===== config.mk =====
export PLATFORM = sky130hd
export DESIGN_NAME = lbkt_top
export DESIGN_NICKNAME = d
export VERILOG_FILES = /design/src/inc/lbkt_pkg.sv /design/src/verilog/lbkt_bucket.sv /design/src/verilog/lbkt_tick.sv /design/src/verilog/lbkt_top.sv
export SDC_FILE = /design/constraint.sdc
export NUM_CORES = 1
export LEC_CHECK = 0
export BUFFER_PORTS_ARGS = -buffer_cell sky130_fd_sc_hd__buf_2
export CAP_MARGIN = 30
export CORE_MARGIN = 5
export CORE_UTILIZATION = 50
export DETAILED_ROUTE_END_ITERATION = 10
export PLACE_DENSITY = 0.71
export SETUP_SLACK_MARGIN = 0.02
export SYNTH_ARGS = -nofsm -noshare
export SYNTH_HDL_FRONTEND = slang
export SYNTH_HIERARCHICAL = 1
export SYNTH_SLANG_ARGS = --single-unit

===== constraint.sdc =====
create_clock -name clk_i -period 8 [get_ports clk_i]
set_clock_uncertainty 0.1 [all_clocks]
set_input_delay 1.6 -clock clk_i [delete_from_list [all_inputs] [get_ports clk_i]]
set_output_delay 1.6 -clock clk_i [all_outputs]
set_load 0.02 [all_outputs]

===== src/inc/lbkt_pkg.sv =====
// package for the leaky-bucket activity monitor, configuration two
// assumes a 25 mhz system clock and an 8-bit wishbone register window
package lbkt_pkg;
  // ****************************************
  // timing
  // ****************************************
  localparam int unsigned CLK_HZ = 25000000;
  localparam int unsigned CYCLE_MS = 128;
  // cycles per monitoring period, derived from the period and the clock rate
  localparam int unsigned CYCLE_CLKS = CLK_HZ / 1000 * CYCLE_MS;

  // ****************************************
  // register map (word indices, taken from adr_i[9:2]; printed offsets are indices)
  // ****************************************
  localparam logic [7:0] IDX_LEAK = 8'h5b;
  localparam logic [7:0] IDX_CAP = 8'h5c;
  localparam logic [7:0] IDX_UPPER = 8'h5d;
  localparam logic [7:0] IDX_LOWER = 8'h5e;
  localparam logic [7:0] IDX_STATUS = 8'h5f;
  localparam logic [7:0] IDX_IRQ = 8'h60;
  localparam logic [7:0] IDX_MASK = 8'h61;
  localparam logic [7:0] IDX_COUNT = 8'h62;
  localparam int ADDR_W = 10;

  // ****************************************
  // reset values and fields
  // ****************************************
  localparam logic [1:0] LEAK_RST = 2'h1;
  localparam logic [7:0] CAP_RST = 8'h08;
  localparam logic [7:0] UPPER_RST = 8'h06;
  localparam logic [7:0] LOWER_RST = 8'h04;
  localparam logic [7:0] MASK_RST = 8'h00;
  localparam int LEAK_LSB = 0;
  localparam int LEAK_MSB = 1;
  localparam int EV_RAISE = 0;
  localparam int EV_CLEAR = 1;
  localparam int EV_SAT = 2;
  localparam int EV_N = 3;

  typedef struct packed {
    logic [1:0] leak;
    logic [7:0] cap;
    logic [7:0] upper;
    logic [7:0] lower;
  } lbkt_cfg_t;

  typedef struct packed {
    logic [7:0] count;
    logic alarm;
  } lbkt_stat_t;
endpackage


===== src/verilog/lbkt_bucket.sv =====
// accumulator core: fill, leak, saturation and alarm hysteresis
// assumes tick_i is a one-cycle pulse per monitoring period
module lbkt_bucket (
  input wire logic clk_i,
  input wire logic rst_i,
  input wire logic tick_i,
  input wire logic bad_i,
  input wire lbkt_pkg::lbkt_cfg_t cfg_i,
  output lbkt_pkg::lbkt_stat_t stat_o,
  output logic [lbkt_pkg::EV_N-1:0] ev_o
);
  logic [7:0] acc_q;
  logic [2:0] quiet_q;
  logic alarm_q;
  logic [7:0] acc_d;
  logic leak_now;
  logic [2:0] quiet_last;

  // leak code picks 1, 2, 4 or 8 quiet cycles
  always_comb begin
    case (cfg_i.leak)
      2'h0: quiet_last = 3'h0; // RULE2
      2'h1: quiet_last = 3'h1; // RULE2
      2'h2: quiet_last = 3'h3; // RULE3
      default: quiet_last = 3'h7; // RULE3
    endcase
    leak_now = (quiet_q >= quiet_last);
  end

  // next count; capacity may be lowered below the count, so clamp always
  always_comb begin
    acc_d = acc_q;
    if (tick_i && bad_i) begin
      acc_d = (acc_q >= cfg_i.cap) ? cfg_i.cap : acc_q + 8'h1; // RULE1 RULE5
    end else if (tick_i && leak_now && acc_q != 8'h0) begin
      acc_d = acc_q - 8'h1; // RULE2 RULE8
    end
    if (acc_d > cfg_i.cap) begin
      acc_d = cfg_i.cap; // RULE5
    end
  end

  // accumulator and quiet-cycle counter
  always_ff @(posedge clk_i) begin
    if (rst_i) begin
      acc_q <= 8'h00;
      quiet_q <= 3'h0;
    end else begin
      acc_q <= acc_d;
      if (tick_i) begin
        if (bad_i || leak_now) begin
          quiet_q <= 3'h0; // RULE8
        end else begin
          quiet_q <= quiet_q + 3'h1;
        end
      end
    end
  end

  // alarm hysteresis; raise takes priority if thresholds overlap
  always_ff @(posedge clk_i) begin
    if (rst_i) begin
      alarm_q <= 1'b0;
    end else if (acc_d >= cfg_i.upper) begin
      alarm_q <= 1'b1; // RULE6
    end else if (acc_d <= cfg_i.lower) begin
      alarm_q <= 1'b0; // RULE7
    end
  end

  // event pulses, aligned with the register update
  always_ff @(posedge clk_i) begin
    if (rst_i) begin
      ev_o <= '0;
    end else begin
      ev_o[lbkt_pkg::EV_RAISE] <= !alarm_q && (acc_d >= cfg_i.upper);
      ev_o[lbkt_pkg::EV_CLEAR] <= alarm_q && (acc_d < cfg_i.upper) && (acc_d <= cfg_i.lower);
      ev_o[lbkt_pkg::EV_SAT] <= tick_i && bad_i && (acc_q >= cfg_i.cap);
    end
  end

  assign stat_o.count = acc_q;
  assign stat_o.alarm = alarm_q;
endmodule


===== src/verilog/lbkt_tick.sv =====
// cycle divider: one-cycle enable at the end of each monitoring period
// assumes a single clock and synchronous active-high reset
module lbkt_tick #(
  parameter int unsigned PERIOD = lbkt_pkg::CYCLE_CLKS
) (
  input wire logic clk_i,
  input wire logic rst_i,
  output logic tick_o
);
  logic [31:0] cnt_q;

  // free-running period counter
  always_ff @(posedge clk_i) begin
    if (rst_i) begin
      cnt_q <= 32'h0;
      tick_o <= 1'b0;
    end else if (cnt_q == 32'(PERIOD - 1)) begin
      cnt_q <= 32'h0;
      tick_o <= 1'b1;
    end else begin
      cnt_q <= cnt_q + 32'h1;
      tick_o <= 1'b0;
    end
  end
endmodule


===== src/verilog/lbkt_top.sv =====
// top of the leaky-bucket activity monitor with its wishbone register file
// assumes classic wishbone, 32-bit data, byte addresses, one clock
//
// ****************************************
// top module
// ****************************************
// How it works
// RULE1 - once per 128 ms cycle, a failed or erratic input adds one
// RULE2 - leak code 00 drains one per quiet cycle, 01 per two
// RULE3 - leak code 10 drains one per four quiet cycles, 11 per eight
// RULE4 - leak code sits in bits 1:0; bits 7:2 read zero
// RULE5 - count saturates at the 8-bit programmable capacity
// RULE6 - count reaching upper threshold raises the inactivity alarm
// RULE7 - count falling to lower threshold clears the inactivity alarm
// RULE8 - no drain below zero; a bad cycle restarts the quiet count
//
// Added by the designer: the Wishbone interface to the registers.
module lbkt_top #(
  parameter int unsigned CYCLE_CLKS = lbkt_pkg::CYCLE_CLKS
) (
  input wire logic clk_i,
  input wire logic rst_i,
  input wire logic bad_i,
  input wire logic cyc_i,
  input wire logic stb_i,
  input wire logic we_i,
  input wire logic [lbkt_pkg::ADDR_W-1:0] adr_i,
  input wire logic [3:0] sel_i,
  input wire logic [31:0] dat_i,
  output logic [31:0] dat_o,
  output logic ack_o,
  output logic alarm_o,
  output logic irq_o
);
  lbkt_pkg::lbkt_cfg_t cfg_q;
  lbkt_pkg::lbkt_stat_t stat;
  logic [lbkt_pkg::EV_N-1:0] ev;
  logic [lbkt_pkg::EV_N-1:0] irq_q;
  logic [lbkt_pkg::EV_N-1:0] mask_q;
  logic tick;
  logic req;
  logic wr;
  logic rd_irq;
  logic [7:0] idx;
  logic [31:0] rdata;

  // ****************************************
  // datapath
  // ****************************************
  lbkt_tick #(
    .PERIOD(CYCLE_CLKS)
  ) u_tick (
    .clk_i(clk_i),
    .rst_i(rst_i),
    .tick_o(tick)
  );

  lbkt_bucket u_bucket (
    .clk_i(clk_i),
    .rst_i(rst_i),
    .tick_i(tick),
    .bad_i(bad_i),
    .cfg_i(cfg_q),
    .stat_o(stat),
    .ev_o(ev)
  );

  // ****************************************
  // wishbone slave
  // ****************************************
  // one-cycle-late ack; ack drops the cycle after so no double access
  assign req = cyc_i && stb_i && !ack_o;
  assign wr = req && we_i && sel_i[0];
  assign idx = adr_i[lbkt_pkg::ADDR_W-1:2];

  always_ff @(posedge clk_i) begin
    if (rst_i) begin
      ack_o <= 1'b0;
    end else begin
      ack_o <= req;
    end
  end

  // config writes; only byte lane 0 holds data
  always_ff @(posedge clk_i) begin
    if (rst_i) begin
      cfg_q.leak <= lbkt_pkg::LEAK_RST;
      cfg_q.cap <= lbkt_pkg::CAP_RST;
      cfg_q.upper <= lbkt_pkg::UPPER_RST;
      cfg_q.lower <= lbkt_pkg::LOWER_RST;
      mask_q <= lbkt_pkg::MASK_RST[lbkt_pkg::EV_N-1:0];
    end else if (wr) begin
      case (idx)
        lbkt_pkg::IDX_LEAK: cfg_q.leak <= dat_i[lbkt_pkg::LEAK_MSB:lbkt_pkg::LEAK_LSB]; // RULE4
        lbkt_pkg::IDX_CAP: cfg_q.cap <= dat_i[7:0]; // RULE5
        lbkt_pkg::IDX_UPPER: cfg_q.upper <= dat_i[7:0];
        lbkt_pkg::IDX_LOWER: cfg_q.lower <= dat_i[7:0];
        lbkt_pkg::IDX_MASK: mask_q <= dat_i[lbkt_pkg::EV_N-1:0];
        default: ;
      endcase
    end
  end

  // read mux; unmapped reads return zero with a normal ack
  always_comb begin
    case (idx)
      lbkt_pkg::IDX_LEAK: rdata = {30'h0, cfg_q.leak}; // RULE4
      lbkt_pkg::IDX_CAP: rdata = {24'h0, cfg_q.cap};
      lbkt_pkg::IDX_UPPER: rdata = {24'h0, cfg_q.upper};
      lbkt_pkg::IDX_LOWER: rdata = {24'h0, cfg_q.lower};
      lbkt_pkg::IDX_STATUS: rdata = {31'h0, stat.alarm};
      lbkt_pkg::IDX_IRQ: rdata = {29'h0, irq_q};
      lbkt_pkg::IDX_MASK: rdata = {29'h0, mask_q};
      lbkt_pkg::IDX_COUNT: rdata = {24'h0, stat.count};
      default: rdata = 32'h0;
    endcase
  end

  always_ff @(posedge clk_i) begin
    if (rst_i) begin
      dat_o <= 32'h0;
    end else if (req && !we_i) begin
      dat_o <= rdata;
    end
  end

  // ****************************************
  // interrupts
  // ****************************************
  // read clears the sticky bits; a new event in the same cycle survives
  assign rd_irq = req && !we_i && (idx == lbkt_pkg::IDX_IRQ);

  always_ff @(posedge clk_i) begin
    if (rst_i) begin
      irq_q <= '0;
    end else begin
      irq_q <= (rd_irq ? '0 : irq_q) | ev;
    end
  end

  assign irq_o = |(irq_q & mask_q);
  assign alarm_o = stat.alarm;
endmodule

Word-level counts from Yosys, hierarchy flattened
Cells that the tools add are included.
W data, S select, Z words.
{"block": "word_totals", "register_bits": 113, "input_bits": 52, "elab_cells": 75, "out_inout_bits": 35}
{"block": "classes", "addsub": 4, "magnitude_cmp": 6, "n_mux": 11, "bitwise": 2, "n_eq_ne": 11, "reduce_logical": 27}
{"op": "$eq A8 B7 Y1 const B", "n": 8}
{"op": "$pmux W8 S8", "n": 1}
{"op": "$add A32 B1 Y32 const B", "n": 1}
{"op": "$eq A32 B22 Y1 const B", "n": 1}
{"op": "$mux W8", "n": 4}
{"op": "$ge A8 B8 Y1", "n": 2}
{"op": "$logic_and A1 B1 Y1", "n": 13}
{"op": "$reduce_and A2 Y1", "n": 5}
{"op": "$pmux W3 S3", "n": 1}
{"op": "$add A8 B1 Y8 const B", "n": 1}
{"op": "$gt A8 B8 Y1", "n": 1}
{"op": "$le A8 B8 Y1", "n": 1}
{"op": "$lt A8 B8 Y1", "n": 1}
{"op": "$reduce_bool A8 Y1", "n": 1}
{"op": "$sub A8 B1 Y8 const B", "n": 1}
{"op": "$mux W3", "n": 2}
{"op": "$add A3 B1 Y3 const B", "n": 1}
{"op": "$and A3 B3 Y3", "n": 1}
{"op": "$ge A3 B3 Y1", "n": 1}
{"op": "$logic_not A1 Y1", "n": 3}
{"op": "$mux W1", "n": 3}
{"op": "$or A3 B3 Y3", "n": 1}
{"op": "$reduce_or A3 Y1", "n": 1}
{"op": "$eq A2 B1 Y1 const B", "n": 1}
{"op": "other kinds (5)", "n": 5}

Logic depth before layout (Yosys ltp)
{"block": "logic_depth", "word_depth": 12, "ltp_mapped": 24, "ltp_nobuf": 22}

By module
The synthesis kept the hierarchy.
{"mod": "lbkt_top", "area_per_inst_um2": 2234.6, "cells_per_inst": 275, "n_inst": 1, "seq_area_each_um2": 820.8}
{"mod": "lbkt_bucket", "area_per_inst_um2": 2168.3, "cells_per_inst": 289, "n_inst": 1, "seq_area_each_um2": 300.3}
{"mod": "lbkt_tick", "area_per_inst_um2": 1635.3, "cells_per_inst": 192, "n_inst": 1, "seq_area_each_um2": 660.6}

Least setup slack after synthesis
Ideal clock, no wire load.
{"block": "synth_path", "path_kind": "input -> register", "start": "input port bad_i", "end": "register u_bucket.alarm_q", "setup_ns": 0.134, "slack_ns": 2.859, "t_required_ns": 7.766, "arrival_ns": 4.908, "n_path_buf": 2, "path_stages": 19, "path_cell_list": "buf_2 -> nand2_1 -> clkbuf_1 -> o21ai_0 -> a32oi_2 -> a21o_1 -> ha_1 -> o211ai_1 -> a21oi_1 -> o21ai_0 -> nand2_2 -> a22o_1 -> ha_1 -> nor2b_1 -> o21a_1 -> o21ai_0 -> a21oi_1 -> o31ai_1 -> o41ai_1"}
{"block": "synth_between", "elab_chain_len": 6}
{"item": "start, declared", "line_no": "lbkt_top.sv:23", "text": "input wire logic bad_i,"}
{"item": "$logic_and A1 B1 Y1 *", "line_no": "lbkt_bucket.sv:33", "text": "if (tick_i && bad_i) begin"}
{"item": "$mux W8 *", "line_no": "lbkt_bucket.sv:33"}
{"item": "$gt A8 B8 Y1", "line_no": "lbkt_bucket.sv:38", "text": "if (acc_d > cfg_i.cap) begin"}
{"item": "$mux W8 *", "line_no": "lbkt_bucket.sv:38"}
{"item": "named net u_bucket.acc_d[1]", "line_no": "lbkt_bucket.sv:15", "text": "logic [7:0] acc_d;"}
{"item": "$ge A8 B8 Y1 / $le A8 B8 Y1 (equally long branches)", "line_no": "lbkt_bucket.sv:64, lbkt_bucket.sv:66"}
{"item": "$mux W1 / $reduce_bool A2 Y1 (equally long branches)"}
{"item": "end signal, assigned", "line_no": "lbkt_bucket.sv:63", "text": "alarm_q <= 1'b0;"}
{"item": "end signal, assigned", "line_no": "lbkt_bucket.sv:65", "text": "alarm_q <= 1'b1;"}
{"item": "end signal, assigned", "line_no": "lbkt_bucket.sv:67", "text": "alarm_q <= 1'b0;"}
{"item": "end, declared", "line_no": "lbkt_bucket.sv:14", "text": "logic alarm_q;"}
The timed path passes the listed nets; every way through them passes the cells marked *.
A chain may end at the register's enable or synchronous reset.

Final worst setup path
{"block": "layout_path", "start": "register u_bucket.acc_q[0]", "end": "register u_bucket.alarm_q"}
{"block": "layout_between", "elab_chain_len": 8}
{"item": "start, declared", "line_no": "lbkt_bucket.sv:12", "text": "logic [7:0] acc_q;"}
{"item": "start signal, assigned", "line_no": "lbkt_bucket.sv:46", "text": "acc_q <= 8'h00;"}
{"item": "start signal, assigned", "line_no": "lbkt_bucket.sv:49", "text": "acc_q <= acc_d;"}
{"item": "parallel branches: the longest is 3 deep, another holds $sub A8 B1 Y8"}
{"item": "$mux W8 *", "line_no": "lbkt_bucket.sv:33"}
{"item": "$gt A8 B8 Y1", "line_no": "lbkt_bucket.sv:38"}
{"item": "$mux W8 *", "line_no": "lbkt_bucket.sv:38"}
{"item": "named net u_bucket.acc_d[1]", "line_no": "lbkt_bucket.sv:15"}
{"item": "$ge A8 B8 Y1 / $le A8 B8 Y1 (equally long branches)", "line_no": "lbkt_bucket.sv:64, lbkt_bucket.sv:66"}
{"item": "$mux W1 / $reduce_bool A2 Y1 (equally long branches)"}
Mark *: on every way through the listed nets, which the timed path passes.

==> results by group <==
Synth
  – Adder-cell share of the synthesized area: 8.29%
  – Largest family of logic cells by synthesized area: simple AND/OR/NAND/NOR gates
  – Top cell type's share of synthesized area: 29.5%
  – Post-synth cell types: 79
  – Syn Area/Cell: 7.99 um^2
  – Post-synth ARST share: 0%
  – Synth top area cells: dfxtp_1, ha_1, a21oi_1
  – Part of the Yosys area used for sequential elements: 29.5%
  – Syn Std Cell Area: 6040 um^2
  – Post-synth EDFFs: 0
  – Post-synthesis register bit count: 89
  – Synth Area in Compound Gates: 22.4%
  – Cell taking the most area after synthesis: dfxtp_1
  – Synth Area in XOR/XNOR: 2.03%
  – Mux cell area share after synthesis: 2.34%
  – Primary FF master, synth: dfxtp_1
  – Synth Area in Simple Gates: 26.5%
  – Yosys Warn Count: 6
  – Syn Inst Count: 756

Die
  – DIE AREA: 14400 um^2
  – Core box area: 11900 um^2
  – Die span in y: 120 um
  – Initial Util: 50.7%
  – Placement row count: 40
  – Die X-Extent: 120 um
  – I/O pins: 87

Worst setup path
  – Highest net fanout along the worst path: 20
  – Startpoint types: flip-flop
  – Data arrival time at the worst-slack endpoint: 5.84 ns
  – Slowest stage delay, CP: 0.74 ns
  – Reg-to-reg critical path endpoint: u_bucket/alarm_q
  – Register-to-register setup slack: 2.26 ns
  – R2r startpoint: u_bucket/acc_q[0]
  – Critical Path Sink Type: flip-flop
  – Required time of the critical path: 8.10 ns
  – R2r worst-path depth: 20
  – Slowest stage cell, crit path: a31oi_2
  – Crit Path Class: reg -> reg
  – Worst path cell trace: inv_1 -> ha_1 -> nand2b_1 -> a2111o_1 -> a31oi_2 -> nor2_1 -> a21o_1 -> ha_1 -> a21oi_1 -> o21ai_0 -> o21ai_0 -> nand2_2 -> a22o_1 -> ha_1 -> nor2b_1 -> o21a_1 -> o21ai_0 -> a21oi_1 -> o31ai_1 -> o41ai_1

Power
  – Seq pwr share: 34.6%
  – Clock network power share: 32.9%
  – Leak: 2.42 nW
  – Sw Ratio: 35.5%
  – Worst vdd ir: 0.000154 V
  – P_int: 0.000919 W
  – Comb power frac: 32.5%
  – Power per standard cell area: 220 nW/um^2
  – Net Sw Power: 0.000505 W

Global routing
  – Largest net degree at the start of global routing: 49
  – First-pass GRT wire length: 26300 um
  – Total gr overflow: 0
  – Antenna violations before repair: 0
  – Total Routing Usage GR: 22.3%
  – Vias in the first global route: 5528

Timing
  – Slew @ Worst Pin: 0.997 ns
  – Fin. Hold Viols: 0
  – Fin. max-slew vios: 0
  – Endpoints failing setup: 0
  – RSZ-0062 raised after global routing: no
  – Highest clock rate: 174 MHz
  – Fin crit share: 71.8%
  – Max-slew headroom: 33.3%
  – Min Tclk post-route: 5.74 ns
  – Total Neg Setup Slack: 0 ns
  – Worst setup margin: 2.26 ns

Route
  – # DRC: 0
  – DR WL/cell: 17.8 um
  – Initial DRC count: 554
  – Avg Vias per Cell: 6.39
  – DR vias: 5837
  – WL final: 16300 um
  – First-pass iteration count of the detailed router: 5
  – Routed Antenna Nets: 0

Worst hold path
  – Hold endpoint: irq_q[2]
  – Cells on Worst Hold Path: 2
  – HP Start: u_bucket/ev_o[2]
  – Tightest Hold Check Type: reg -> reg

Clock network
  – CTS Buf Count: 9
  – Post-CTS sizing: 0
  – TritonCTS clock tree: yes
  – Clock slew at reported path FFs: 0.07 ns
  – Setup Buffers After CTS: 0
  – Clk Latency, worst-skew pair: 0.35 ns
  – Clock tree buffer depth: 2
  – Root buf cell: clkbuf_16
  – Sink Count: 89
  – # hold bufs at CTS: 0
  – H-tree Lvls: 3

Status
  – Status: complete, no violations

Final layout
  – Most common cell after layout, fill and taps aside: dfxtp_1
  – Nets: 853
  – Most frequent cells in the layout: dfxtp_1, a21oi_1, nand3_1
  – Share of post-route cells with drive strength above 1: 10.1%
  – Final Cell Area: 6460 um^2
  – Area delta synth->final: 6.98%
  – Final Non-Filler Cells: 913
  – Antenna Cells: 0
  – Final core utilization: 54.2%

Place
  – Placer Congestion: 0.865
  – DP HPWL: 11800 um
  – I/O Buffers: 33
  – Inst Count DP: 897
  – Placed cell area: 6130 um^2
  – Dpl ws: 2.23 ns

Flow run
  – Max Cap Viol: 0
==> layer usage <==
metal	GRT usage [%]	vias up	share of wire, %
li1	-	2771	-
met1	27.3	2820	41
met2	38.5	203	50
met3	4.71	43	6.3
met4	8.66	0	2.6
met5	0	-	0
==> power by group through the flow <==
stage          Combinational, W  Sequential, W  Clock, W
2_1_floorplan          0.000381       0.000487         0
3_3_place_gp           0.000431       0.000501         0
3_5_place_dp           0.000448       0.000502         0
5_1_grt                0.000513       0.000497  0.000494
6_report               0.000463       0.000493  0.000468
4_1_cts                0.000452       0.000493  0.000473
==> area by class of cell <==
type	count	area (um^2)
Timing Repair Buffer	37	203
Inverter	42	158
Sequential cell	89	1780
Fill cell	1126	5450
Tap cell	147	184
Clock inverter	6	90.1
Multi-Input combinational cell	582	3800
Clock buffer	10	239
==> cells by family (layout without fill, tap and decap cells) <==
kind of cell    after synthesis  count (layout)
flops                        89              89
buf+inv                     108              95
compound gates              211             211
mux                          14              14
simple gates                279             279
fa+ha+maj                    40              40
other cells                   1              24
xor+xnor                     14              14
==> cells in the mapped netlist (12+ instances only) <==
master / count
dfxtp_1: 89
a21oi_1: 71
nand3_1: 58
nor2_1: 43
o21ai_0: 43
inv_1: 42
ha_1: 40
nand2_1: 40
buf_4: 25
nand4_1: 23
clkbuf_1: 22
o31ai_1: 14
or4_1: 14
buf_2: 13
mux2i_1: 13
nor4_1: 12
o21ai_1: 12
==> state kept, by name, indices dropped and copies added, names as in the netlist, 3 cells and up <==
name	count
dat_o	8
u_bucket/acc_q	8
irq_q	3
mask_q	3
u_tick/cnt_q	32
u_bucket/ev_o	3
u_bucket/quiet_q	3
cfg_q	26
==> how the worst max path moves through the flow <==
stage                           start          endpoint  slack [ns]  cells past startpoint
floorplan                       bad_i  u_bucket/alarm_q        2.86                     19
global placement                bad_i  u_bucket/alarm_q        2.36                     19
detailed placement              bad_i  u_bucket/alarm_q        2.23                     19
CTS                 u_bucket/acc_q[0]  u_bucket/alarm_q        2.37                     20
global route        u_bucket/acc_q[0]  u_bucket/alarm_q        1.97                     20
finish              u_bucket/acc_q[0]  u_bucket/alarm_q        2.26                     20
==> critical path: cells and delay by family, from the launching register on <==
kind | cells | cell delay, ns
buffers and inverters | 1 | 0.17
AO/OA/AOI/OAI | 12 | 3.28
adder cells (fa/ha/maj) | 3 | 0.89
flip-flops | 1 | 0.43
AND/OR/NAND/NOR | 4 | 0.73
==> metrics by stage <==
stage | total power [W] | hold WS, ns
final | 0.00142 | 0.348
after global routing | 0.00150 | 0.378
after CTS | 0.00142 | 0.353
after detailed placement | 0.000950 | 0.332
after global placement | 0.000932 | 0.324
after floorplan | 0.000868 | 0.313
Power figures use the tool's default switching activity.
